==> src/hdl/phoc_pkg.sv <==
// Package: constants and types of the peak hold and output control block
package phoc_pkg;

    localparam int PHOC_DATA_W = 32;

    // Register byte offsets
    localparam logic [7:0] PHOC_OFF_CTRL = 8'h00;
    localparam logic [7:0] PHOC_OFF_SAMPLE = 8'h04;
    localparam logic [7:0] PHOC_OFF_ABS_UPPER = 8'h08;
    localparam logic [7:0] PHOC_OFF_ABS_LOWER = 8'h0C;
    localparam logic [7:0] PHOC_OFF_INC_UPPER = 8'h10;
    localparam logic [7:0] PHOC_OFF_INC_LOWER = 8'h14;
    localparam logic [7:0] PHOC_OFF_PRESET = 8'h18;
    localparam logic [7:0] PHOC_OFF_KEYS = 8'h1C;
    localparam logic [7:0] PHOC_OFF_STATUS = 8'h20;
    localparam logic [7:0] PHOC_OFF_SHOWN = 8'h24;
    localparam logic [7:0] PHOC_OFF_MAX = 8'h28;
    localparam logic [7:0] PHOC_OFF_MIN = 8'h2C;
    localparam logic [7:0] PHOC_OFF_WIDTH = 8'h30;
    localparam logic [7:0] PHOC_OFF_OUTVAL = 8'h34;

    // CTRL field positions
    localparam int PHOC_CTRL_MODE_LSB = 0;
    localparam int PHOC_CTRL_INC_BIT = 2;
    localparam int PHOC_CTRL_AUTO_BAR_BIT = 3;
    localparam int PHOC_CTRL_TOL_LSB = 4;
    localparam int PHOC_CTRL_EXT_BIT = 6;
    localparam int PHOC_CTRL_MAP1_LSB = 8;
    localparam int PHOC_CTRL_MAP2_LSB = 11;
    localparam int PHOC_CTRL_MAP3_LSB = 14;
    localparam int PHOC_CTRL_RESCALE_BIT = 17;
    localparam int PHOC_CTRL_SCALE_LSB = 24;

    // KEYS write field positions (pulses)
    localparam int PHOC_KEY_ONE_BIT = 0;
    localparam int PHOC_KEY_TWO_BIT = 1;
    localparam int PHOC_KEY_THREE_BIT = 2;
    localparam int PHOC_KEY_REQ_BIT = 3;

    localparam logic [31:0] PHOC_CTRL_RST = 32'h0000_0000;
    localparam logic [31:0] PHOC_ZERO = 32'h0000_0000;
    localparam logic [7:0] PHOC_BAR_SPAN_RST = 8'h10;
    localparam logic [3:0] PHOC_BLINK_CYC = 4'hF;

    // AXI responses
    localparam logic [1:0] PHOC_RESP_OKAY = 2'b00;
    localparam logic [1:0] PHOC_RESP_SLVERR = 2'b10;

    typedef enum logic [1:0] {
        PHOC_STD1 = 2'b00,
        PHOC_STD2 = 2'b01,
        PHOC_PEAK = 2'b10
    } phoc_mode_t;

    typedef enum logic [1:0] {
        PHOC_SHOW_CUR = 2'b00,
        PHOC_SHOW_WIDTH = 2'b01,
        PHOC_SHOW_MAX = 2'b10,
        PHOC_SHOW_MIN = 2'b11
    } phoc_show_t;

    typedef enum logic [2:0] {
        PHOC_FN_NONE = 3'b000,
        PHOC_FN_ZERO = 3'b001,
        PHOC_FN_PRESET = 3'b010,
        PHOC_FN_DIR = 3'b011,
        PHOC_FN_HOLD = 3'b100
    } phoc_fn_t;

    typedef enum logic [1:0] {
        PHOC_TOL_OFF = 2'b00,
        PHOC_TOL_NORMAL = 2'b01,
        PHOC_TOL_LARGE = 2'b10
    } phoc_tol_t;

    // Upper and lower limits travel together
    typedef struct packed {
        logic signed [31:0] upper;
        logic signed [31:0] lower;
    } phoc_limits_t;

    typedef struct packed {
        logic max_blink;
        logic min_blink;
        logic hold;
        logic go;
        logic ng;
    } phoc_ind_t;

endpackage

==> src/hdl/phoc_top.sv <==
// Peak hold, tolerance, hold and output trigger logic with AXI4-Lite access
//
// Implementation choices: the AXI4-Lite interface to the registers and the register addresses.
module phoc_top
    import phoc_pkg::*;
#(
    parameter int ADDR_W = 8
) (
    input wire logic aclk,
    input wire logic aresetn,
    input wire logic [ADDR_W-1:0] s_axi_awaddr,
    input wire logic s_axi_awvalid,
    output logic s_axi_awready,
    input wire logic [31:0] s_axi_wdata,
    input wire logic [3:0] s_axi_wstrb,
    input wire logic s_axi_wvalid,
    output logic s_axi_wready,
    output logic [1:0] s_axi_bresp,
    output logic s_axi_bvalid,
    input wire logic s_axi_bready,
    input wire logic [ADDR_W-1:0] s_axi_araddr,
    input wire logic s_axi_arvalid,
    output logic s_axi_arready,
    output logic [31:0] s_axi_rdata,
    output logic [1:0] s_axi_rresp,
    output logic s_axi_rvalid,
    input wire logic s_axi_rready,
    input wire logic sample_valid,
    input wire logic signed [31:0] sample_value,
    output logic signed [31:0] shown_value_r,
    output logic max_blink_r,
    output logic min_blink_r,
    output logic hold_ind_r,
    output logic tol_go_r,
    output logic tol_ng_r,
    output logic bar_recentre_r,
    output logic [7:0] bar_span_r,
    output logic out_send_r,
    output logic signed [31:0] out_value_r,
    output logic count_dir_r
);

    if (ADDR_W < 6) begin : g_chk
        $error("ADDR_W must cover the register map");
    end

    // Register storage
    logic [31:0] ctrl_r;
    logic signed [31:0] cur_r;
    phoc_limits_t abs_lim_r, inc_lim_r;
    logic signed [31:0] preset_r;
    logic signed [31:0] max_r, min_r;
    logic signed [31:0] held_max_r, held_min_r, held_cur_r;
    logic tracking_r;
    phoc_show_t show_r;
    logic [1:0] mode_prev_r;
    logic key1_p, key2_p, key3_p, req_p;
    logic [3:0] max_cnt_r, min_cnt_r;

    phoc_mode_t mode;
    phoc_tol_t tol_mode;
    logic ext_conn, auto_bar;
    assign mode = phoc_mode_t'(ctrl_r[PHOC_CTRL_MODE_LSB +: 2]);
    assign tol_mode = phoc_tol_t'(ctrl_r[PHOC_CTRL_TOL_LSB +: 2]);
    assign ext_conn = ctrl_r[PHOC_CTRL_EXT_BIT];
    assign auto_bar = ctrl_r[PHOC_CTRL_AUTO_BAR_BIT];

    // AXI write path: address and data taken in either order
    logic aw_have_r, w_have_r;
    logic [ADDR_W-1:0] aw_addr_r;
    logic [31:0] w_data_r;
    logic [3:0] w_strb_r;
    logic wr_go;
    assign s_axi_awready = ~aw_have_r & ~s_axi_bvalid;
    assign s_axi_wready = ~w_have_r & ~s_axi_bvalid;
    assign wr_go = aw_have_r & w_have_r & ~s_axi_bvalid;

    always_ff @(posedge aclk) begin
        if (!aresetn) begin
            aw_have_r <= 1'b0;
            w_have_r <= 1'b0;
            aw_addr_r <= '0;
            w_data_r <= PHOC_ZERO;
            w_strb_r <= 4'h0;
        end else begin
            if (s_axi_awvalid && s_axi_awready) begin
                aw_have_r <= 1'b1;
                aw_addr_r <= s_axi_awaddr;
            end
            if (s_axi_wvalid && s_axi_wready) begin
                w_have_r <= 1'b1;
                w_data_r <= s_axi_wdata;
                w_strb_r <= s_axi_wstrb;
            end
            if (wr_go) begin
                aw_have_r <= 1'b0;
                w_have_r <= 1'b0;
            end
        end
    end

    logic [7:0] waddr;
    logic wr_hit;
    assign waddr = 8'(aw_addr_r);
    always_comb begin
        if (waddr == PHOC_OFF_CTRL || waddr == PHOC_OFF_SAMPLE) begin
            wr_hit = 1'b1;
        end else if (waddr >= PHOC_OFF_ABS_UPPER && waddr <= PHOC_OFF_KEYS
                     && waddr[1:0] == 2'b00) begin
            wr_hit = 1'b1;
        end else begin
            wr_hit = 1'b0;
        end
    end

    function automatic logic [31:0] merge(input logic [31:0] old,
                                          input logic [31:0] nw,
                                          input logic [3:0] st);
        logic [31:0] res;
        res = old;
        for (int i = 0; i < 4; i++) begin
            if (st[i]) res[8*i +: 8] = nw[8*i +: 8];
        end
        return res;
    endfunction

    always_ff @(posedge aclk) begin
        if (!aresetn) begin
            s_axi_bvalid <= 1'b0;
            s_axi_bresp <= PHOC_RESP_OKAY;
        end else if (wr_go) begin
            s_axi_bvalid <= 1'b1;
            s_axi_bresp <= wr_hit ? PHOC_RESP_OKAY : PHOC_RESP_SLVERR;
        end else if (s_axi_bready) begin
            s_axi_bvalid <= 1'b0;
        end
    end

    logic wr_ctrl, wr_keys;
    assign wr_ctrl = wr_go && waddr == PHOC_OFF_CTRL;
    assign wr_keys = wr_go && waddr == PHOC_OFF_KEYS && w_strb_r[0];

    // Keys and the external request are one-cycle pulses
    always_ff @(posedge aclk) begin
        if (!aresetn) begin
            key1_p <= 1'b0;
            key2_p <= 1'b0;
            key3_p <= 1'b0;
            req_p <= 1'b0;
        end else begin
            key1_p <= wr_keys & w_data_r[PHOC_KEY_ONE_BIT];
            key2_p <= wr_keys & w_data_r[PHOC_KEY_TWO_BIT];
            key3_p <= wr_keys & w_data_r[PHOC_KEY_THREE_BIT];
            req_p <= wr_keys & w_data_r[PHOC_KEY_REQ_BIT];
        end
    end

    // Effective key functions
    phoc_fn_t fn2, fn3;
    always_comb begin
        if (mode == PHOC_STD1) begin
            fn2 = phoc_fn_t'(ctrl_r[PHOC_CTRL_MAP2_LSB +: 3]);
            fn3 = phoc_fn_t'(ctrl_r[PHOC_CTRL_MAP3_LSB +: 3]);
        end else begin
            fn2 = PHOC_FN_ZERO;
            fn3 = PHOC_FN_HOLD;
        end
    end
    phoc_fn_t fn1;
    assign fn1 = (mode == PHOC_STD1) ?
                 phoc_fn_t'(ctrl_r[PHOC_CTRL_MAP1_LSB +: 3]) : PHOC_FN_NONE;

    logic fn_dir, fn_preset, fn_zero;
    assign fn_dir = (key1_p && fn1 == PHOC_FN_DIR) ||
                    (key2_p && fn2 == PHOC_FN_DIR) ||
                    (key3_p && fn3 == PHOC_FN_DIR);
    assign fn_preset = (key1_p && fn1 == PHOC_FN_PRESET) ||
                       (key2_p && fn2 == PHOC_FN_PRESET) ||
                       (key3_p && fn3 == PHOC_FN_PRESET);
    assign fn_zero = mode != PHOC_PEAK && ((key1_p && fn1 == PHOC_FN_ZERO) ||
                     (key2_p && fn2 == PHOC_FN_ZERO) ||
                     (key3_p && fn3 == PHOC_FN_ZERO));
    logic hold_key;
    assign hold_key = (key1_p && fn1 == PHOC_FN_HOLD) ||
                      (key2_p && fn2 == PHOC_FN_HOLD) ||
                      (key3_p && fn3 == PHOC_FN_HOLD);

    // Control, limits and preset registers
    logic rescale;
    assign rescale = wr_ctrl && w_data_r[PHOC_CTRL_RESCALE_BIT];
    always_ff @(posedge aclk) begin
        if (!aresetn) begin
            ctrl_r <= PHOC_CTRL_RST;
            abs_lim_r <= '0;
            inc_lim_r <= '0;
            preset_r <= PHOC_ZERO;
        end else begin
            if (wr_ctrl) begin
                ctrl_r <= merge(ctrl_r, w_data_r, w_strb_r);
                ctrl_r[PHOC_CTRL_RESCALE_BIT] <= 1'b0;
            end
            if (wr_go && waddr == PHOC_OFF_ABS_UPPER)
                abs_lim_r.upper <= merge(abs_lim_r.upper, w_data_r, w_strb_r);
            if (wr_go && waddr == PHOC_OFF_ABS_LOWER)
                abs_lim_r.lower <= merge(abs_lim_r.lower, w_data_r, w_strb_r);
            if (wr_go && waddr == PHOC_OFF_INC_UPPER)
                inc_lim_r.upper <= merge(inc_lim_r.upper, w_data_r, w_strb_r);
            if (wr_go && waddr == PHOC_OFF_INC_LOWER)
                inc_lim_r.lower <= merge(inc_lim_r.lower, w_data_r, w_strb_r);
            if (wr_go && waddr == PHOC_OFF_PRESET)
                preset_r <= merge(preset_r, w_data_r, w_strb_r);
            // rescale by signed factor in sixteenths on unit change
            else if (rescale)
                preset_r <= 32'((64'(preset_r) *
                    64'(signed'(w_data_r[PHOC_CTRL_SCALE_LSB +: 8]))) >>> 4);
        end
    end

    always_ff @(posedge aclk) begin
        if (!aresetn) begin
            count_dir_r <= 1'b0;
        end else if (fn_dir) begin
            count_dir_r <= ~count_dir_r;
        end
    end

    // Measured sample, with zero and preset recall acting on it
    always_ff @(posedge aclk) begin
        if (!aresetn) begin
            cur_r <= PHOC_ZERO;
        end else if (fn_zero) begin
            cur_r <= PHOC_ZERO;
        end else if (fn_preset) begin
            cur_r <= preset_r;
        end else if (sample_valid) begin
            cur_r <= sample_value;
        end else if (wr_go && waddr == PHOC_OFF_SAMPLE) begin
            cur_r <= w_data_r;
        end
    end

    // Peak tracking
    logic peak_enter, restart, new_max, new_min;
    assign peak_enter = mode == PHOC_PEAK && mode_prev_r != PHOC_PEAK;
    assign restart = peak_enter || (mode == PHOC_PEAK && key2_p);
    assign new_max = tracking_r && !restart && cur_r > max_r;
    assign new_min = tracking_r && !restart && cur_r < min_r;

    always_ff @(posedge aclk) begin
        if (!aresetn) begin
            mode_prev_r <= PHOC_STD1;
            tracking_r <= 1'b0;
            max_r <= PHOC_ZERO;
            min_r <= PHOC_ZERO;
        end else begin
            mode_prev_r <= mode;
            if (restart) begin
                tracking_r <= 1'b1;
                max_r <= cur_r;
                min_r <= cur_r;
            end else if (mode != PHOC_PEAK) begin
                tracking_r <= 1'b0;
            end else begin
                if (new_max) max_r <= cur_r;
                if (new_min) min_r <= cur_r;
            end
        end
    end

    logic signed [31:0] width;
    assign width = 32'(held_max_r - held_min_r);

    // Display selection
    always_ff @(posedge aclk) begin
        if (!aresetn) begin
            show_r <= PHOC_SHOW_CUR;
        end else if (mode != PHOC_PEAK) begin
            show_r <= PHOC_SHOW_CUR;
        end else if (key1_p) begin
            case (show_r)
                PHOC_SHOW_CUR: show_r <= PHOC_SHOW_WIDTH;
                PHOC_SHOW_WIDTH: show_r <= PHOC_SHOW_MAX;
                PHOC_SHOW_MAX: show_r <= PHOC_SHOW_MIN;
                default: show_r <= hold_ind_r ? PHOC_SHOW_WIDTH
                                              : PHOC_SHOW_CUR;
            endcase
        end
    end

    // Hold
    logic hold_ok;
    assign hold_ok = !ext_conn && tol_mode != PHOC_TOL_LARGE;
    always_ff @(posedge aclk) begin
        if (!aresetn) begin
            hold_ind_r <= 1'b0;
        end else if (hold_key && hold_ok) begin
            hold_ind_r <= ~hold_ind_r;
        end
    end

    always_ff @(posedge aclk) begin
        if (!aresetn) begin
            held_cur_r <= PHOC_ZERO;
            held_max_r <= PHOC_ZERO;
            held_min_r <= PHOC_ZERO;
        end else if (!hold_ind_r) begin
            held_cur_r <= cur_r;
            held_max_r <= max_r;
            held_min_r <= min_r;
        end
    end

    logic signed [31:0] shown;
    always_comb begin
        case (show_r)
            PHOC_SHOW_WIDTH: shown = width;
            PHOC_SHOW_MAX: shown = held_max_r;
            PHOC_SHOW_MIN: shown = held_min_r;
            default: shown = held_cur_r;
        endcase
    end

    always_ff @(posedge aclk) begin
        if (!aresetn) begin
            shown_value_r <= PHOC_ZERO;
        end else begin
            shown_value_r <= shown;
        end
    end

    // Indicator blink stretch
    always_ff @(posedge aclk) begin
        if (!aresetn) begin
            max_cnt_r <= 4'h0;
            min_cnt_r <= 4'h0;
        end else begin
            if (new_max && (show_r == PHOC_SHOW_WIDTH ||
                            show_r == PHOC_SHOW_MAX))
                max_cnt_r <= PHOC_BLINK_CYC;
            else if (max_cnt_r != 4'h0)
                max_cnt_r <= max_cnt_r - 4'h1;
            if (new_min && (show_r == PHOC_SHOW_WIDTH ||
                            show_r == PHOC_SHOW_MIN))
                min_cnt_r <= PHOC_BLINK_CYC;
            else if (min_cnt_r != 4'h0)
                min_cnt_r <= min_cnt_r - 4'h1;
        end
    end

    always_ff @(posedge aclk) begin
        if (!aresetn) begin
            max_blink_r <= 1'b0;
            min_blink_r <= 1'b0;
        end else begin
            max_blink_r <= max_cnt_r != 4'h0;
            min_blink_r <= min_cnt_r != 4'h0;
        end
    end

    // Tolerance judgment
    phoc_limits_t lim;
    assign lim = ctrl_r[PHOC_CTRL_INC_BIT] ? inc_lim_r : abs_lim_r;
    logic pass;
    always_comb begin
        if (show_r == PHOC_SHOW_WIDTH) begin
            pass = width <= 32'(lim.upper - lim.lower);
        end else begin
            pass = shown <= lim.upper && shown >= lim.lower;
        end
    end

    always_ff @(posedge aclk) begin
        if (!aresetn) begin
            tol_go_r <= 1'b0;
            tol_ng_r <= 1'b0;
        end else begin
            tol_go_r <= tol_mode != PHOC_TOL_OFF && pass;
            tol_ng_r <= tol_mode != PHOC_TOL_OFF && !pass;
        end
    end

    // Bar scale and recentring
    logic signed [31:0] bar_ref_r;
    logic signed [31:0] bar_off;
    logic bar_out;
    // Span kept signed so negative offsets compare right
    logic signed [31:0] bar_lim;
    assign bar_off = 32'(shown - bar_ref_r);
    assign bar_lim = signed'({24'h0, bar_span_r});
    assign bar_out = bar_off > bar_lim || bar_off < -bar_lim;
    always_ff @(posedge aclk) begin
        if (!aresetn) begin
            bar_ref_r <= PHOC_ZERO;
            bar_span_r <= PHOC_BAR_SPAN_RST;
            bar_recentre_r <= 1'b0;
        end else begin
            bar_recentre_r <= 1'b0;
            if (bar_out && show_r == PHOC_SHOW_WIDTH && auto_bar) begin
                if (bar_span_r < 8'h80) bar_span_r <= {bar_span_r[6:0], 1'b0};
                else bar_ref_r <= shown;
            end else if (bar_out && (show_r == PHOC_SHOW_MAX ||
                                     show_r == PHOC_SHOW_MIN)) begin
                bar_ref_r <= shown;
                bar_recentre_r <= 1'b1;
            end
        end
    end

    // External output trigger
    logic send;
    always_comb begin
        if (tol_mode == PHOC_TOL_LARGE) begin
            send = req_p;
        end else begin
            send = req_p || (key3_p && ext_conn);
        end
    end

    always_ff @(posedge aclk) begin
        if (!aresetn) begin
            out_send_r <= 1'b0;
            out_value_r <= PHOC_ZERO;
        end else begin
            out_send_r <= send;
            if (send) out_value_r <= shown;
        end
    end

    // Read path
    logic [7:0] raddr;
    logic [31:0] rd;
    logic rd_hit;
    assign raddr = 8'(s_axi_araddr);
    assign s_axi_arready = ~s_axi_rvalid;
    always_comb begin
        rd_hit = 1'b1;
        if (raddr == PHOC_OFF_CTRL) rd = ctrl_r;
        else if (raddr == PHOC_OFF_SAMPLE) rd = cur_r;
        else if (raddr == PHOC_OFF_ABS_UPPER) rd = abs_lim_r.upper;
        else if (raddr == PHOC_OFF_ABS_LOWER) rd = abs_lim_r.lower;
        else if (raddr == PHOC_OFF_INC_UPPER) rd = inc_lim_r.upper;
        else if (raddr == PHOC_OFF_INC_LOWER) rd = inc_lim_r.lower;
        else if (raddr == PHOC_OFF_PRESET) rd = preset_r;
        else if (raddr == PHOC_OFF_KEYS) rd = PHOC_ZERO;
        else if (raddr == PHOC_OFF_STATUS)
            rd = {22'h0, count_dir_r, tracking_r, show_r, hold_ind_r,
                  max_blink_r, min_blink_r, tol_go_r, tol_ng_r,
                  bar_recentre_r};
        else if (raddr == PHOC_OFF_SHOWN) rd = shown_value_r;
        else if (raddr == PHOC_OFF_MAX) rd = held_max_r;
        else if (raddr == PHOC_OFF_MIN) rd = held_min_r;
        else if (raddr == PHOC_OFF_WIDTH) rd = width;
        else if (raddr == PHOC_OFF_OUTVAL) rd = out_value_r;
        else begin
            rd = PHOC_ZERO;
            rd_hit = 1'b0;
        end
    end

    always_ff @(posedge aclk) begin
        if (!aresetn) begin
            s_axi_rvalid <= 1'b0;
            s_axi_rdata <= PHOC_ZERO;
            s_axi_rresp <= PHOC_RESP_OKAY;
        end else if (s_axi_arvalid && s_axi_arready) begin
            s_axi_rvalid <= 1'b1;
            s_axi_rdata <= rd;
            s_axi_rresp <= rd_hit ? PHOC_RESP_OKAY : PHOC_RESP_SLVERR;
        end else if (s_axi_rready) begin
            s_axi_rvalid <= 1'b0;
        end
    end

endmodule

==> config.mk <==
export PLATFORM = sky130hd
export DESIGN_NAME = phoc_top
export DESIGN_NICKNAME = d
export VERILOG_FILES = /design/src/hdl/phoc_pkg.sv /design/src/hdl/phoc_top.sv
export SDC_FILE = /design/constraint.sdc
export NUM_CORES = 2
export LEC_CHECK = 0
export BUFFER_PORTS_ARGS = -buffer_cell sky130_fd_sc_hd__buf_2
export CORE_ASPECT_RATIO = 0.6
export CORE_MARGIN = 1
export CORE_UTILIZATION = 45
export CTS_CLUSTER_DIAMETER = 150
export DETAILED_ROUTE_END_ITERATION = 6
export PLACE_DENSITY_LB_ADDON = 0.08
export SYNTH_ARGS = -nofsm -noshare
export SYNTH_HDL_FRONTEND = slang
export SYNTH_SLANG_ARGS = --single-unit
==> constraint.sdc <==
create_clock -name aclk -period 9.5 [get_ports aclk]
set_input_delay 0.475 -clock aclk [delete_from_list [all_inputs] [get_ports aclk]]
set_output_delay 0.475 -clock aclk [all_outputs]
set_load 0.02 [all_outputs]
==> summary.txt <==
GRT
  – Vias in the first global route: 37145
  – Pin count of the biggest net entering global routing: 176
  – First-pass GRT wire length: 265 mm
  – Initial antenna violation count: 6
  – Aggregate global routing overflow: 0
  – Global-route total usage across every layer: between 30% and 40%

Yosys
  – Area leader, netlist: dfxtp_1
  – Ranking of synthesized cells by area: dfxtp_1, ha_1, fa_1, mux2i_1, nand2_1
  – Post-synth EDFFs: 0
  – Cell variety after synth: 87
  – Most instantiated cells after synthesis: nand2_1, dfxtp_1, inv_1
  – Post-synthesis cell count: 5481
  – Asr flop ratio synth: 0%
  – Syn Std Cell Area: 44300 µm²
  – Yosys top cell area share: 26.7%
  – Top-count cell post-synth: nand2_1
  – Post-synthesis sequential area ratio: 26.7%
  – Syn. warnings: 0
  – Syn_area_per_cell: 8.08 µm²
  – Synthesis-stage register bit count: 590
  – Main synth FF type: dfxtp_1

Floorplan
  – Core area: 96800 µm²
  – Row count: 88
  – Initial Util: 45.7%
  – Top Ports: 213
  – Die H: ~240 µm
  – Die X: 407 µm
  – Full die area: 99700 µm²

Placement
  – Placed Cells: 6763
  – Routability Congestion: about 1
  – Dpl hpwl: between 100 and 150 mm
  – IO Port Bufs: 206
  – Post-Place Cell Area: around 47000 µm²

Timing
  – Worst Tran Pin Value: 1.24 ns
  – Max Slew Vio Count: 0
  – Hold_ws: slightly below 0.04 ns
  – Minimum clock period: 8.95 ns
  – Final setup fails: 0
  – Worst Skew: 0.0298 ns
  – Worst rel slew slack: around 17%
  – F_max: 112 MHz
  – Final Cycle Share: 94.2%
  – Fin. Hold Viols: 0

Detailed routing
  – Avg Vias per Cell: 5.98
  – Via count: 41076
  – Iteration-0 DRC Markers: 5347
  – Routed wire length: 184 mm
  – DRC errors left: 0
  – 1st-pass router iterations: 6
  – Post-DRT Antenna Nets: 0
  – Wirelength per Cell: around 27 µm

Finish
  – Final-layout fill cell count: 9445
  – Synth-to-layout area growth: 9.95%
  – Share of layout cells above drive strength 1: 9.31%
  – Post-route insts no fill: 6874
  – Nets@finish: 6162
  – Design Area, Final: 48700 µm²
  – Fin util: 50.3%

Clocking
  – Clk sinks: 590
  – CTS buffer count: 60
  – TritonCTS clock tree: yes
  – Worst-Skew Late Latency: 0.69 ns
  – H-tree levels: 2
  – CTS root buf: clkbuf_16
  – Postcts setup bufs: 0
  – Maximum clock insertion buffer count: 3
  – Clock Pin Slew Worst Setup and Hold Paths: 0.07 ns

Critical path
  – Startpoint types: flop
  – Reg2Reg Depth: 37
  – Slowest-stage cell, CP: or4_4
  – Slowest stage delay, CP: 0.52 ns
  – CP required: 10.04 ns
  – WP data arrival: 9.49 ns
  – CP Max Fanout: 15
  – CP endpoint kind: flop
  – Critical Setup Path Class: reg2reg

Hold path
  – Hold Path Cell Cnt: 3
  – Hold Path Class: in2reg

Flow run
  – Max Cap Viol: 0

Power
  – Clk network pwr share: 40.3%
  – Cell Pwr Density: 128 nW/µm²
  – Int Pwr: 0.00428 W
  – Comb power frac: between 15 and 20%
  – Seq pwr share: 42.5%
  – Total net switching power: around 0.0020 W
  – Net Sw Frac: 31.4%
  – Leakage: 20.9 nW
  – Maximum vdd ir drop: 0.000142 V

Status
  – Status: finished clean
## path summary, 6_finish.rpt
kind                                 endpoint  slack, ns             from
worst max-delay path            bar_ref_r[29]       0.55    held_min_r[0]
worst min-delay path             w_data_r[26]       0.04  s_axi_wdata[26]
worst max register to register  bar_ref_r[29]       0.55    held_min_r[0]
worst min register to register     ctrl_r[23]       0.46       ctrl_r[23]
## registers in the layout (all words and copies together) (netlist names), 2 cells and up
register / cells
min_cnt_r: 4
w_data_r: 32
bar_span_r: 4
abs_lim_r: 64
shown_value_r: 32
w_strb_r: 4
held_cur_r: 32
out_value_r: 32
aw_addr_r: 8
max_cnt_r: 4
mode_prev_r: 2
cur_r: 32
preset_r: 32
bar_ref_r: 32
min_r: 32
held_min_r: 32
inc_lim_r: 64
s_axi_rdata: 32
held_max_r: 32
show_r: 2
ctrl_r: 31
max_r: 32
## area by class of cell
class / instances / area (µm²) / area share (%)
clock inverters: 27 / 313 / 0.643
flip-flops and latches: 590 / 11800 / 24.3
inverters: 464 / 1750 / 3.59
well taps: 1305 / 1630 / 3.36
multi-input cells: 4080 / 29500 / 60.6
diodes: 3 / 7.51 / 0.0154
clock buffers: 80 / 1680 / 3.45
repair buffers: 325 / 1970 / 4.05
## cell families (layout without fill, tap and decap cells)
group	Yosys count	count (layout)	synth area share (%)
AND/OR/NAND/NOR	1809	1809	19.0
AO/OA/AOI/OAI	1232	1232	17.9
buffers and inverters	816	896	7.01
flip-flops	590	590	26.7
adder cells (fa/ha/maj)	549	549	18.6
multiplexers	359	359	8.29
XOR/XNOR	125	125	2.47
other	1	9	0.00847
## what timing repair did
item                                    4_1_cts  5_1_grt
gates resized for setup                       0        9
endpoints found under the setup margin        0       37
endpoints found under the hold margin         1        0
hold buffers                                  1        0
## per-stage QoR
stage | total power, W | worst slack [ns] | TNS (ns)
detailed placement | 0.00373 | 0.453 | 0
finish | 0.00624 | 0.554 | 0
global route | 0.00646 | -0.00581 | -0.00581
floorplan | 0.00331 | 1.75 | 0
global placement | 0.00373 | 0.515 | 0
CTS | 0.00623 | 0.337 | 0
## metal layers
layer	share of wire [%]	vias up	wire length, µm	global-route usage [%]
met1	48	19873	88200	56.2
met5	0.083	-	153	0.926
met2	38	1898	69800	48.0
met3	11	208	20700	9.64
li1	-	19091	-	-
met4	2.6	6	4690	8.56
## placed cells by master, fill, tap and decap left out, types with 22 or more instances in the layout
master / count
dfxtp_1: 588
xor2_1: 43
mux2i_1: 327
a21oi_1: 455
nand2_1: 721
xnor2_1: 82
o211ai_1: 59
nor2b_1: 22
nor2_1: 345
a221oi_1: 81
fa_1: 183
ha_1: 365
nand4_1: 50
a2bb2oi_1: 24
a21o_1: 81
a31oi_1: 28
o21ai_0: 207
o21a_1: 36
clkbuf_16: 60
mux2_2: 28
or3_1: 24
a211oi_1: 24
nor3_1: 48
and3_1: 27
nand2b_1: 59
and2_1: 189
inv_1: 462
nand3_1: 227
buf_2: 205
buf_4: 115
## critical path, delay by kind of cell (launching register included)
| kind | cells | cell delay (ns) |
|---|---|---|
| fa+ha+maj | 4 | 1.33 |
| flops | 1 | 0.38 |
| buf+inv | 5 | 0.76 |
| simple gates | 12 | 2.41 |
| xor+xnor | 2 | 0.40 |
| mux | 2 | 0.36 |
| compound gates | 12 | 3.16 |
## power groups by stage
stage,Sequential [W],Clock (W),Combinational (W)
3_3_place_gp,0.00271,0,0.00102
3_5_place_dp,0.00271,0,0.00103
5_1_grt,0.00266,0.00265,0.00115
4_1_cts,0.00265,0.00254,0.00103
6_report,0.00265,0.00251,0.00108
2_1_floorplan,0.00265,0,0.000660
Power figures use the tool's default switching activity.
